**src/design/cal_pkg.sv**
```systemverilog
// package of constants for the concentration alarm relay block
// Contract
// fixed range over its top clamps the analog output at full scale
// digital and serial concentration always carry the true measured value
// range type selects auto range switching or one fixed range
// two configurable concentration alarms plus system failure alarm, one relay each
// high alarm trips when concentration rises above its threshold
// low alarm trips when concentration falls below its threshold
// failsafe relay released during alarm, energised otherwise
// non-failsafe relay energised during alarm, released otherwise
// latching alarm holds after concentration recovers until reset
// non-latching alarm clears as soon as concentration recovers
// defeat suppresses activation and clears a latched alarm
// thresholds accept 0.01 to 100.00 percent in hundredths
// latch control ON means latching, OFF means non-latching
// defeat control OFF means defeated, ON means active
// read-only active status per alarm; reset only acts while active
// operator clears an active alarm by a reset request
// failsafe polarity selectable separately per alarm
// defeated alarm holds its relay at the non-alarm level
package cal_pkg;
   localparam int CAL_CONC_W = 14;
   localparam logic [13:0] CAL_THR_MIN = 14'h0001;
   localparam logic [13:0] CAL_THR_MAX = 14'h2710;
   localparam logic [15:0] CAL_AOUT_FS = 16'hFFFF;
   localparam logic [31:0] CAL_RANGE0_RST = 32'h0000_0064;
   localparam logic [31:0] CAL_RANGE1_RST = 32'h0000_01F4;
   localparam logic [31:0] CAL_RANGE2_RST = 32'h0000_03E8;
   localparam logic [11:0] CAL_A_CONC = 12'h000;
   localparam logic [11:0] CAL_A_CTRL = 12'h004;
   localparam logic [11:0] CAL_A_THR1 = 12'h008;
   localparam logic [11:0] CAL_A_THR2 = 12'h00C;
   localparam logic [11:0] CAL_A_ALCFG = 12'h010;
   localparam logic [11:0] CAL_A_STAT = 12'h014;
   localparam logic [11:0] CAL_A_RESET = 12'h018;
   localparam logic [11:0] CAL_A_ISTAT = 12'h01C;
   localparam logic [11:0] CAL_A_IMASK = 12'h020;
   localparam logic [11:0] CAL_A_RANGE0 = 12'h024;
   localparam logic [11:0] CAL_A_RANGE1 = 12'h028;
   localparam logic [11:0] CAL_A_RANGE2 = 12'h02C;
   localparam logic [11:0] CAL_A_AOUT = 12'h030;
   // ctrl fields
   localparam int CAL_CTRL_FIXED = 0;
   localparam int CAL_CTRL_FSEL = 1;
   localparam int CAL_CTRL_SYSFAIL = 3;
   // alarm config: per alarm byte, alarm n at bit 8*n
   localparam int CAL_CFG_HIGH = 0;
   localparam int CAL_CFG_ACTIVE = 1;
   localparam int CAL_CFG_FAILSAFE = 2;
   localparam int CAL_CFG_LATCH = 3;
   localparam logic [31:0] CAL_ALCFG_RST = 32'h0000_0303;
   localparam logic [13:0] CAL_THR_RST = 14'h07D0;
   localparam logic [1:0] CAL_RESP_OKAY = 2'h0;
   localparam logic [1:0] CAL_RESP_SLVERR = 2'h2;
endpackage

```
**src/design/cal_alarm_unit.sv**
```systemverilog
// one concentration alarm: compare, latch, defeat, relay polarity
`timescale 1ns/1ps
`default_nettype none
module cal_alarm_unit (
   input wire logic aclk,
   input wire logic aresetn,
   input wire logic [cal_pkg::CAL_CONC_W-1:0] conc,
   input wire logic [cal_pkg::CAL_CONC_W-1:0] thr,
   input wire logic cfg_high,
   input wire logic cfg_active,
   input wire logic cfg_failsafe,
   input wire logic cfg_latch,
   input wire logic reset_req,
   output logic alarm_active,
   output logic trip_pulse,
   output logic relay_drive
);
   import cal_pkg::*;
   logic act_q, act_d, over, under, cond;
   assign over = conc > thr;
   assign under = conc < thr;
   // see R5
   assign cond = cfg_high ? over : under;
   always_comb begin
      act_d = act_q;
      if (!cfg_active) begin
         act_d = 1'b0; // see R11
      end else if (cond) begin
         act_d = 1'b1; // trip wins over reset
      end else if (!cfg_latch) begin
         act_d = 1'b0; // see R10
      end else if (reset_req && act_q) begin
         act_d = 1'b0; // see R9 see R15
      end
   end
   always_ff @(posedge aclk) begin
      if (!aresetn) begin
         act_q <= 1'b0;
      end else begin
         act_q <= act_d;
      end
   end
   assign trip_pulse = act_d && !act_q;
   assign alarm_active = act_q;
   // defeat forces act_q low, so relay sits at non-alarm level
   // see R7 see R8
   assign relay_drive = cfg_failsafe ? !act_q : act_q;
   AST_DEFEAT_CLEARS: assert property (@(posedge aclk) disable iff (!aresetn)
      !cfg_active |=> !act_q) else $error("defeated alarm still active");
   AST_RELAY_POL: assert property (@(posedge aclk) disable iff (!aresetn)
      !cfg_active |=> relay_drive == cfg_failsafe) else $error("defeated relay not at rest");
   AST_TRIP_HIGH: assert property (@(posedge aclk) disable iff (!aresetn)
      cfg_active && cfg_high && (conc > thr) |=> act_q) else $error("high alarm missed");
   AST_TRIP_LOW: assert property (@(posedge aclk) disable iff (!aresetn)
      cfg_active && !cfg_high && (conc < thr) |=> act_q) else $error("low alarm missed");
   AST_NOLATCH: assert property (@(posedge aclk) disable iff (!aresetn)
      cfg_active && !cfg_latch && !cond |=> !act_q) else $error("nonlatch held");
   AST_LATCH_HOLD: assert property (@(posedge aclk) disable iff (!aresetn)
      act_q && cfg_active && cfg_latch && !reset_req |=> act_q)
      else $error("latched alarm dropped");
   COV_TRIP: cover property (@(posedge aclk) disable iff (!aresetn) !act_q ##1 act_q);
   COV_LATCH_RST: cover property (@(posedge aclk) disable iff (!aresetn)
      act_q && cfg_latch && reset_req && !cond ##1 !act_q);
endmodule // cal_alarm_unit
`default_nettype wire

```
**src/design/cal_top.sv**
```systemverilog
// concentration alarm relays and analog range logic behind an axi4-lite slave
`timescale 1ns/1ps
`default_nettype none
module cal_top (
   input wire logic aclk,
   input wire logic aresetn,
   input wire logic [11:0] s_axi_awaddr,
   input wire logic s_axi_awvalid,
   output logic s_axi_awready,
   input wire logic [31:0] s_axi_wdata,
   input wire logic [3:0] s_axi_wstrb,
   input wire logic s_axi_wvalid,
   output logic s_axi_wready,
   output logic [1:0] s_axi_bresp,
   output logic s_axi_bvalid,
   input wire logic s_axi_bready,
   input wire logic [11:0] s_axi_araddr,
   input wire logic s_axi_arvalid,
   output logic s_axi_arready,
   output logic [31:0] s_axi_rdata,
   output logic [1:0] s_axi_rresp,
   output logic s_axi_rvalid,
   input wire logic s_axi_rready,
   input wire logic [cal_pkg::CAL_CONC_W-1:0] conc_in,
   input wire logic conc_valid,
   output logic [cal_pkg::CAL_CONC_W-1:0] conc_report,
   output logic [15:0] analog_out,
   output logic [1:0] range_id,
   output logic relay1_drive,
   output logic relay2_drive,
   output logic sysfail_relay,
   output logic irq
);
   import cal_pkg::*;

   // ----------------------------------------
   // register state
   // ----------------------------------------
   logic [31:0] ctrl_q, alcfg_q, istat_q, imask_q;
   logic [31:0] range_q [3];
   logic [13:0] thr_q [2];
   logic [13:0] conc_q;
   logic [15:0] aout_q;
   logic [1:0] rid_q;

   // ----------------------------------------
   // axi write path
   // ----------------------------------------
   logic aw_held_q, w_held_q, bvalid_q;
   logic [11:0] awaddr_q;
   logic [31:0] wdata_q;
   logic [3:0] wstrb_q;
   wire logic wr_fire = aw_held_q && w_held_q && !bvalid_q;
   wire logic [31:0] wmask = {{8{wstrb_q[3]}}, {8{wstrb_q[2]}}, {8{wstrb_q[1]}},
      {8{wstrb_q[0]}}};
   wire logic wr_ctrl = wr_fire && awaddr_q == CAL_A_CTRL;
   wire logic wr_thr1 = wr_fire && awaddr_q == CAL_A_THR1;
   wire logic wr_thr2 = wr_fire && awaddr_q == CAL_A_THR2;
   wire logic wr_cfg = wr_fire && awaddr_q == CAL_A_ALCFG;
   wire logic wr_rst = wr_fire && awaddr_q == CAL_A_RESET;
   wire logic wr_ist = wr_fire && awaddr_q == CAL_A_ISTAT;
   wire logic wr_imk = wr_fire && awaddr_q == CAL_A_IMASK;
   wire logic wr_r0 = wr_fire && awaddr_q == CAL_A_RANGE0;
   wire logic wr_r1 = wr_fire && awaddr_q == CAL_A_RANGE1;
   wire logic wr_r2 = wr_fire && awaddr_q == CAL_A_RANGE2;
   wire logic wr_known = wr_ctrl || wr_thr1 || wr_thr2 || wr_cfg || wr_rst || wr_ist
      || wr_imk || wr_r0 || wr_r1 || wr_r2;
   wire logic [31:0] wmerge_ctrl = (ctrl_q & ~wmask) | (wdata_q & wmask);
   wire logic [31:0] wmerge_cfg = (alcfg_q & ~wmask) | (wdata_q & wmask);
   wire logic [31:0] wmerge_imk = (imask_q & ~wmask) | (wdata_q & wmask);
   wire logic [31:0] wnew = wdata_q & wmask;

   // threshold legal only inside 0.01..100.00; out of range writes are dropped
   function automatic logic thr_ok(input logic [31:0] v);
      thr_ok = v[31:14] == 18'h0 && v[13:0] >= CAL_THR_MIN && v[13:0] <= CAL_THR_MAX;
   endfunction

   assign s_axi_awready = !aw_held_q;
   assign s_axi_wready = !w_held_q;
   assign s_axi_bvalid = bvalid_q;

   always_ff @(posedge aclk) begin
      if (!aresetn) begin
         aw_held_q <= 1'b0;
         w_held_q <= 1'b0;
         bvalid_q <= 1'b0;
         awaddr_q <= 12'h000;
         wdata_q <= 32'h0000_0000;
         wstrb_q <= 4'h0;
         s_axi_bresp <= CAL_RESP_OKAY;
      end else begin
         if (s_axi_awvalid && !aw_held_q) begin
            aw_held_q <= 1'b1;
            awaddr_q <= {s_axi_awaddr[11:2], 2'b00};
         end
         if (s_axi_wvalid && !w_held_q) begin
            w_held_q <= 1'b1;
            wdata_q <= s_axi_wdata;
            wstrb_q <= s_axi_wstrb;
         end
         if (wr_fire) begin
            bvalid_q <= 1'b1;
            s_axi_bresp <= wr_known ? CAL_RESP_OKAY : CAL_RESP_SLVERR;
         end
         if (bvalid_q && s_axi_bready) begin
            bvalid_q <= 1'b0;
            aw_held_q <= 1'b0;
            w_held_q <= 1'b0;
         end
      end
   end

   // ----------------------------------------
   // configuration registers
   // ----------------------------------------
   always_ff @(posedge aclk) begin
      if (!aresetn) begin
         ctrl_q <= 32'h0000_0000;
         alcfg_q <= CAL_ALCFG_RST;
         imask_q <= 32'h0000_0000;
         thr_q[0] <= CAL_THR_RST;
         thr_q[1] <= CAL_THR_RST;
         range_q[0] <= CAL_RANGE0_RST;
         range_q[1] <= CAL_RANGE1_RST;
         range_q[2] <= CAL_RANGE2_RST;
      end else begin
         if (wr_ctrl) begin
            ctrl_q <= wmerge_ctrl & 32'h0000_000F;
         end
         if (wr_cfg) begin
            alcfg_q <= wmerge_cfg & 32'h0000_0F0F; // see R13 see R14
         end
         if (wr_imk) begin
            imask_q <= wmerge_imk & 32'h0000_0003;
         end
         if (wr_thr1 && thr_ok(wnew)) begin
            thr_q[0] <= wnew[13:0];
         end
         if (wr_thr2 && thr_ok(wnew)) begin
            thr_q[1] <= wnew[13:0];
         end
         if (wr_r0 && thr_ok(wnew)) begin
            range_q[0] <= wnew;
         end
         if (wr_r1 && thr_ok(wnew)) begin
            range_q[1] <= wnew;
         end
         if (wr_r2 && thr_ok(wnew)) begin
            range_q[2] <= wnew;
         end
      end
   end

   // ----------------------------------------
   // measurement capture
   // ----------------------------------------
   always_ff @(posedge aclk) begin
      if (!aresetn) begin
         conc_q <= 14'h0000;
      end else if (conc_valid) begin
         conc_q <= conc_in;
      end
   end
   // reported value is the raw sample, never range scaled
   assign conc_report = conc_q;

   // ----------------------------------------
   // alarms
   // ----------------------------------------
   logic [1:0] act, trip, relay;
   wire logic [1:0] rst_req = {2{wr_rst}} & wnew[1:0];

   for (genvar g = 0; g < 2; g++) begin : g_alarm
      cal_alarm_unit u_alarm (
         .aclk(aclk),
         .aresetn(aresetn),
         .conc(conc_q),
         .thr(thr_q[g]),
         .cfg_high(alcfg_q[8*g+CAL_CFG_HIGH]),
         .cfg_active(alcfg_q[8*g+CAL_CFG_ACTIVE]),
         .cfg_failsafe(alcfg_q[8*g+CAL_CFG_FAILSAFE]),
         .cfg_latch(alcfg_q[8*g+CAL_CFG_LATCH]),
         .reset_req(rst_req[g]),
         .alarm_active(act[g]),
         .trip_pulse(trip[g]),
         .relay_drive(relay[g])
      );
   end
   assign relay1_drive = relay[0];
   assign relay2_drive = relay[1];
   // system failure relay is a plain failsafe output driven by software
   assign sysfail_relay = !ctrl_q[CAL_CTRL_SYSFAIL];

   // ----------------------------------------
   // interrupt status, write one to clear
   // ----------------------------------------
   always_ff @(posedge aclk) begin
      if (!aresetn) begin
         istat_q <= 32'h0000_0000;
      end else begin
         // set wins over clear so a trip in the clear cycle survives
         istat_q <= (istat_q & ~({30'h0, {2{wr_ist}} & wnew[1:0]})) | {30'h0, trip};
      end
   end
   assign irq = |(istat_q & imask_q);

   // ----------------------------------------
   // analog output ranging
   // ----------------------------------------
   // auto ranging: first of range 0 and range 1 whose top covers the value, else range 2
   wire logic fixed = ctrl_q[CAL_CTRL_FIXED];
   wire logic [1:0] fsel = ctrl_q[CAL_CTRL_FSEL+1:CAL_CTRL_FSEL];
   wire logic [1:0] auto_id = ({18'h0, conc_q} <= range_q[0]) ? 2'd0 :
      ({18'h0, conc_q} <= range_q[1]) ? 2'd1 : 2'd2;
   wire logic [1:0] rid_d = fixed ? (fsel == 2'd3 ? 2'd2 : fsel) : auto_id;
   wire logic [13:0] top = range_q[rid_d][13:0];
   wire logic sat = conc_q >= top;
   // divider kept simple: scale by 65535/top via a wide product then a divide
   wire logic [29:0] prod = {16'h0, conc_q} * 30'd65535;
   wire logic [29:0] quot = prod / {16'h0, top};
   wire logic [15:0] aout_d = sat ? CAL_AOUT_FS : quot[15:0];
   always_ff @(posedge aclk) begin
      if (!aresetn) begin
         aout_q <= 16'h0000;
         rid_q <= 2'd0;
      end else begin
         aout_q <= aout_d;
         rid_q <= rid_d;
      end
   end
   assign analog_out = aout_q;
   assign range_id = rid_q;

   // ----------------------------------------
   // axi read path
   // ----------------------------------------
   logic rvalid_q;
   wire logic rd_fire = s_axi_arvalid && !rvalid_q;
   wire logic [11:0] ra = {s_axi_araddr[11:2], 2'b00};
   wire logic rd_known = ra == CAL_A_CONC || ra == CAL_A_CTRL || ra == CAL_A_THR1
      || ra == CAL_A_THR2 || ra == CAL_A_ALCFG || ra == CAL_A_STAT || ra == CAL_A_RESET
      || ra == CAL_A_ISTAT || ra == CAL_A_IMASK || ra == CAL_A_RANGE0
      || ra == CAL_A_RANGE1 || ra == CAL_A_RANGE2 || ra == CAL_A_AOUT;
   wire logic [31:0] rd_mux =
      ra == CAL_A_CONC ? {18'h0, conc_q} :
      ra == CAL_A_CTRL ? ctrl_q :
      ra == CAL_A_THR1 ? {18'h0, thr_q[0]} :
      ra == CAL_A_THR2 ? {18'h0, thr_q[1]} :
      ra == CAL_A_ALCFG ? alcfg_q :
      ra == CAL_A_STAT ? {30'h0, act} :
      ra == CAL_A_ISTAT ? istat_q :
      ra == CAL_A_IMASK ? imask_q :
      ra == CAL_A_RANGE0 ? range_q[0] :
      ra == CAL_A_RANGE1 ? range_q[1] :
      ra == CAL_A_RANGE2 ? range_q[2] :
      ra == CAL_A_AOUT ? {14'h0, rid_q, aout_q} : 32'h0000_0000;
   assign s_axi_arready = !rvalid_q;
   assign s_axi_rvalid = rvalid_q;
   always_ff @(posedge aclk) begin
      if (!aresetn) begin
         rvalid_q <= 1'b0;
         s_axi_rdata <= 32'h0000_0000;
         s_axi_rresp <= CAL_RESP_OKAY;
      end else if (rd_fire) begin
         rvalid_q <= 1'b1;
         s_axi_rdata <= rd_mux;
         s_axi_rresp <= rd_known ? CAL_RESP_OKAY : CAL_RESP_SLVERR;
      end else if (rvalid_q && s_axi_rready) begin
         rvalid_q <= 1'b0;
      end
   end

   // ----------------------------------------
   // checks
   // ----------------------------------------
   AST_FIXED_CLAMP: assert property (@(posedge aclk) disable iff (!aresetn)
      fixed && conc_q >= top |=> analog_out == CAL_AOUT_FS) else $error("no clamp");
   AST_FIXED_RANGE: assert property (@(posedge aclk) disable iff (!aresetn)
      fixed && fsel != 2'd3 |=> range_id == $past(fsel)) else $error("range moved");
   AST_TRUE_CONC: assert property (@(posedge aclk) disable iff (!aresetn)
      conc_valid |=> conc_report == $past(conc_in)) else $error("report altered");
   AST_STAT_REFLECT: assert property (@(posedge aclk) disable iff (!aresetn)
      rd_fire && ra == CAL_A_STAT |=> s_axi_rdata[1:0] == $past(act))
      else $error("status read wrong");
   AST_IRQ_STICKY: assert property (@(posedge aclk) disable iff (!aresetn)
      trip[0] && imask_q[0] && !wr_imk |=> irq) else $error("irq missed");
   AST_BRESP: assert property (@(posedge aclk) disable iff (!aresetn)
      wr_fire |=> bvalid_q) else $error("no write answer");
   COV_FIXED_SAT: cover property (@(posedge aclk) disable iff (!aresetn) fixed && sat);
   COV_IRQ: cover property (@(posedge aclk) disable iff (!aresetn) !irq ##1 irq);
endmodule // cal_top
`default_nettype wire

```
**config.mk**
```make
export PLATFORM = sky130hd
export DESIGN_NAME = cal_top
export DESIGN_NICKNAME = d
export VERILOG_FILES = /design/src/design/cal_pkg.sv /design/src/design/cal_alarm_unit.sv /design/src/design/cal_top.sv
export SDC_FILE = /design/constraint.sdc
export NUM_CORES = 2
export LEC_CHECK = 0
export ABC_CLOCK_PERIOD_IN_PS = 117200
export BUFFER_PORTS_ARGS = -buffer_cell sky130_fd_sc_hd__buf_2
export CORE_UTILIZATION = 45
export DETAILED_ROUTE_END_ITERATION = 8
export GPL_TIMING_DRIVEN = 0
export PLACE_DENSITY = 0.6
export SYNTH_ARGS = -nofsm -noshare
export SYNTH_HDL_FRONTEND = slang
export SYNTH_SLANG_ARGS = --single-unit
```
**constraint.sdc**
```tcl
create_clock -name aclk -period 117.2 [get_ports aclk]
set_input_delay 35.16 -clock aclk [delete_from_list [all_inputs] [get_ports aclk]]
set_output_delay 35.16 -clock aclk [all_outputs]
set_load 0.01 [all_outputs]
```
==> results.tsv <==
stage	metric	value	unit
sta	min_period_over_period	92.2	%
global_routing	grt_pass1_wl	177	mm
routing	wl_per_cell	19.2	um
synthesis	synth_top_family_by_area	compound AO/OA/AOI/OAI gates	
synthesis	syn-cell-area	35500	um^2
synthesis	ys_types	125	
global_routing	overflow	0	
synthesis	synth_xor_area_share	3.87	%
job	drv_cap	0	
placed_design	hpwl	90.1	mm
critical_path	cpPeakStageDelay	0.74	ns
final_layout	drive_above_1_share	10.1	%
global_routing	grt_use_total	26.9	%
floorplan	fp.dieW	283	um
sta	finalCriticalPeriod	108.02	ns
synthesis	syn_area_per_cell	8.00	um^2
synthesis	yosysSeqAreaShare	18.0	%
sta	layout_setup_ws	9.18	ns
final_layout	insertedDiodeCount	0	
synthesis	synthMuxAreaShare	3.71	%
critical_path	reg2reg_setup_slack	9.18	ns
routing	first_pass_iters	8	
critical_path	critPathMostFrequentCell	o21a_1	
synthesis	synth_edf_count	124	
cts	clock_latency	0.56	ns
final_layout	syn2layout_area_growth	11.0	%
global_routing	first_global_vias	32600	
synthesis	ys_async_sr_fraction	0	%
routing	viasPerCell	5.95	
routing	drtIter0Drc	2583	
sta	hold_viol	0	
final_layout	final_util	50.7	%
placed_design	dpl_worst_slack	3.81	ns
critical_path	critPathKind	reg2reg	
critical_path	crit_path_end_kind	flop	
final_layout	seq_area	6420	um^2
cts	clock_path_buffers	3	
floorplan	io_pins	159	
sta	fmax	9.26	MHz
global_routing	grt_max_degree	25	
synthesis	ys_ff_latch	258	
final_layout	multi_input_area	28000	um^2
routing	drcViolationCount	0	
floorplan	core-area	77700	um^2
critical_path	critPathMaxFanout	13	
routing	drt_wl_total	110	mm
cts	cts-root-buf	clkbuf_16	
synthesis	synth-compound-area-share	26.6	%
synthesis	yosys.area_share.simple	21.7	%
sta	tns	0	ns
cts	numCtsBuffers	28	
cts	htreeDepth	1	
sta	setup_viol	0	
sta	worst_pin_slew	1.13	ns
placed_design	place_congestion	0.927	
critical_path	required	117.62	ns
floorplan	die-area	80000	um^2
routing	ant_nets	0	
final_layout	fill_cells	7647	
routing	num_vias	34300	
min_path	hold_class	reg2reg	
sta	fin_skew	0.0233	ns
cts	clkSlewWorstSetupHoldPaths	0.06	ns
synthesis	synth_fa_ha_area_share	21.6	%
floorplan	initial_core_util	45.7	%
critical_path	critPathLaunchType	flop	
sta	drv_slew	0	
cts	cts_hold_buffers	0	
synthesis	synthesis.instances	4441	
global_routing	antenna_found_initial	0	
synthesis	synth_ff_type	dfxtp_1	
outcome	status	finished clean	
critical_path	worstPathArrival	108.44	ns
floorplan	die_h	283	um
critical_path	critPathSlowestCell	fa_1	
synthesis	yosysWarnings	0	
cts	cts_tree	built	
placed_design	numPortBuffers	149	
floorplan	row_count	102	
final_layout	nets	5350	
cts	cts_sinks	258	
sta	relSlewSlack	23.9	%
sta	timing.hold.ws	0.464	ns
[placed cells by master, fill, tap and decap left out, types with 117 or more instances in the layout]
cell | Yosys | layout
nor2_1 | 323 | 321
nor3_1 | 211 | 210
a21oi_1 | 295 | 291
o21ai_0 | 199 | 193
o21a_1 | 193 | 192
nand2_1 | 494 | 492
edfxtp_1 | 124 | 124
ha_1 | 499 | 499
dfxtp_1 | 134 | 126
o31ai_1 | 118 | 117
buf_2 | 21 | 171
inv_1 | 259 | 258
[metal layers]
metal / track usage (%) / wire length [um] / vias to the layer above
li1: - / - / 17000
met3: 2.17 / 6030 / 144
met1: 38.1 / 52200 / 16100
met5: 0 / 0 / -
met2: 43.9 / 49000 / 976
met4: 6.98 / 3230 / 0
[sequential cells by signal (all words and copies together) (netlist names), 2 cells and up, named ones only]
signal	cells
istat_q	2
range_q	96
g_alarm.u_alarm.alarm_active	2
analog_out	16
wdata_q	32
thr_q	28
wstrb_q	4
range_id	2
s_axi_rdata	32
conc_report	14
awaddr_q	10
[synth_stat cells, drive strengths merged, types with 12 or more instances]
library cell	n	share of area (%)
ha	499	18
nand2	495	5.2
nor2	324	3.4
a21oi	302	4.3
inv	260	2.7
nor3	216	3.1
o21ai	213	3.0
o21a	193	4.1
dfxtp	134	7.6
edfxtp	124	10
o31ai	120	2.6
clkbuf	104	1.1
xnor2	84	2.1
a21boi	78	1.7
a21o	75	1.6
nor2b	75	1.3
nand3	74	1.1
xor2	72	1.8
fa	71	4.0
and2	62	1.1
mux2	62	2.0
mux2i	61	1.7
or2	54	0.95
nand4	50	0.92
nand2b	46	0.81
o211ai	42	0.93
nor4	40	0.92
buf	39	0.58
a31oi	38	0.69
a211oi	37	1.0
or3	32	0.59
and3	30	0.54
a22oi	28	0.59
a211o	19	0.47
a222oi	19	0.54
o22ai	18	0.32
o211a	17	0.48
a221oi	15	0.41
o21bai	12	0.25
or4	12	0.27
[cells by family (layout without fill, tap and decap cells)]
| logic type | Yosys count | in the layout |
|---|---|---|
| AOI/OAI and AO/OA | 1362 | 1362 |
| xor gates and xnor gates | 156 | 156 |
| adders and majority gates | 571 | 571 |
| buffers and inverters | 403 | 627 |
| DFF | 258 | 258 |
| muxes | 123 | 123 |
| other | 1 | 56 |
| and+or+nand+nor | 1567 | 1567 |
[path summary, 6_finish.rpt]
check            startpoint       endpoint  depth (start not counted)
max          conc_report[3]  analog_out[0]                        494
min reg2reg     awaddr_q[8]    awaddr_q[8]                          2
min             awaddr_q[8]    awaddr_q[8]                          2
max reg2reg  conc_report[3]  analog_out[0]                        494
[worst max-delay path: cells and delay by family (launching register included)]
family                   cells  cell delay [ns]
adder cells (fa/ha/maj)     37            12.73
AND/OR/NAND/NOR            121            22.38
AO/OA/AOI/OAI              268            55.54
flip-flops                   1             0.71
multiplexers                 7             1.80
buffers and inverters       61            14.59
[through the flow]
| stage | std cells | instance area [um^2] |
|---|---|---|
| floorplan | 4496 | 35700 |
| global placement | 5685 | 37800 |
| detailed placement | 5705 | 38300 |
| CTS | 5757 | 39200 |
| global route | 5760 | 39400 |
| finish | 5760 | 39400 |
[cell type report]
cell class                 count  share of cell area, %
buffer                       142                   1.56
clock buffer                  44                   2.19
clock inverter                 8                  0.178
inverter                     260                   2.49
multi-input combinational   3835                   71.0
sequential                   258                   16.3
tap                         1040                   3.30
timing repair buffer         173                   2.99
[what timing repair did]
action,CTS,global route
endpoints found under the hold margin,0,0
setup endpoints to repair,0,2
resized for setup,0,55
buffers inserted,0,3
Power is left out: the tool's default activity adds up to more than one toggle a clock period on the data nets, which glitch-free logic cannot reach.
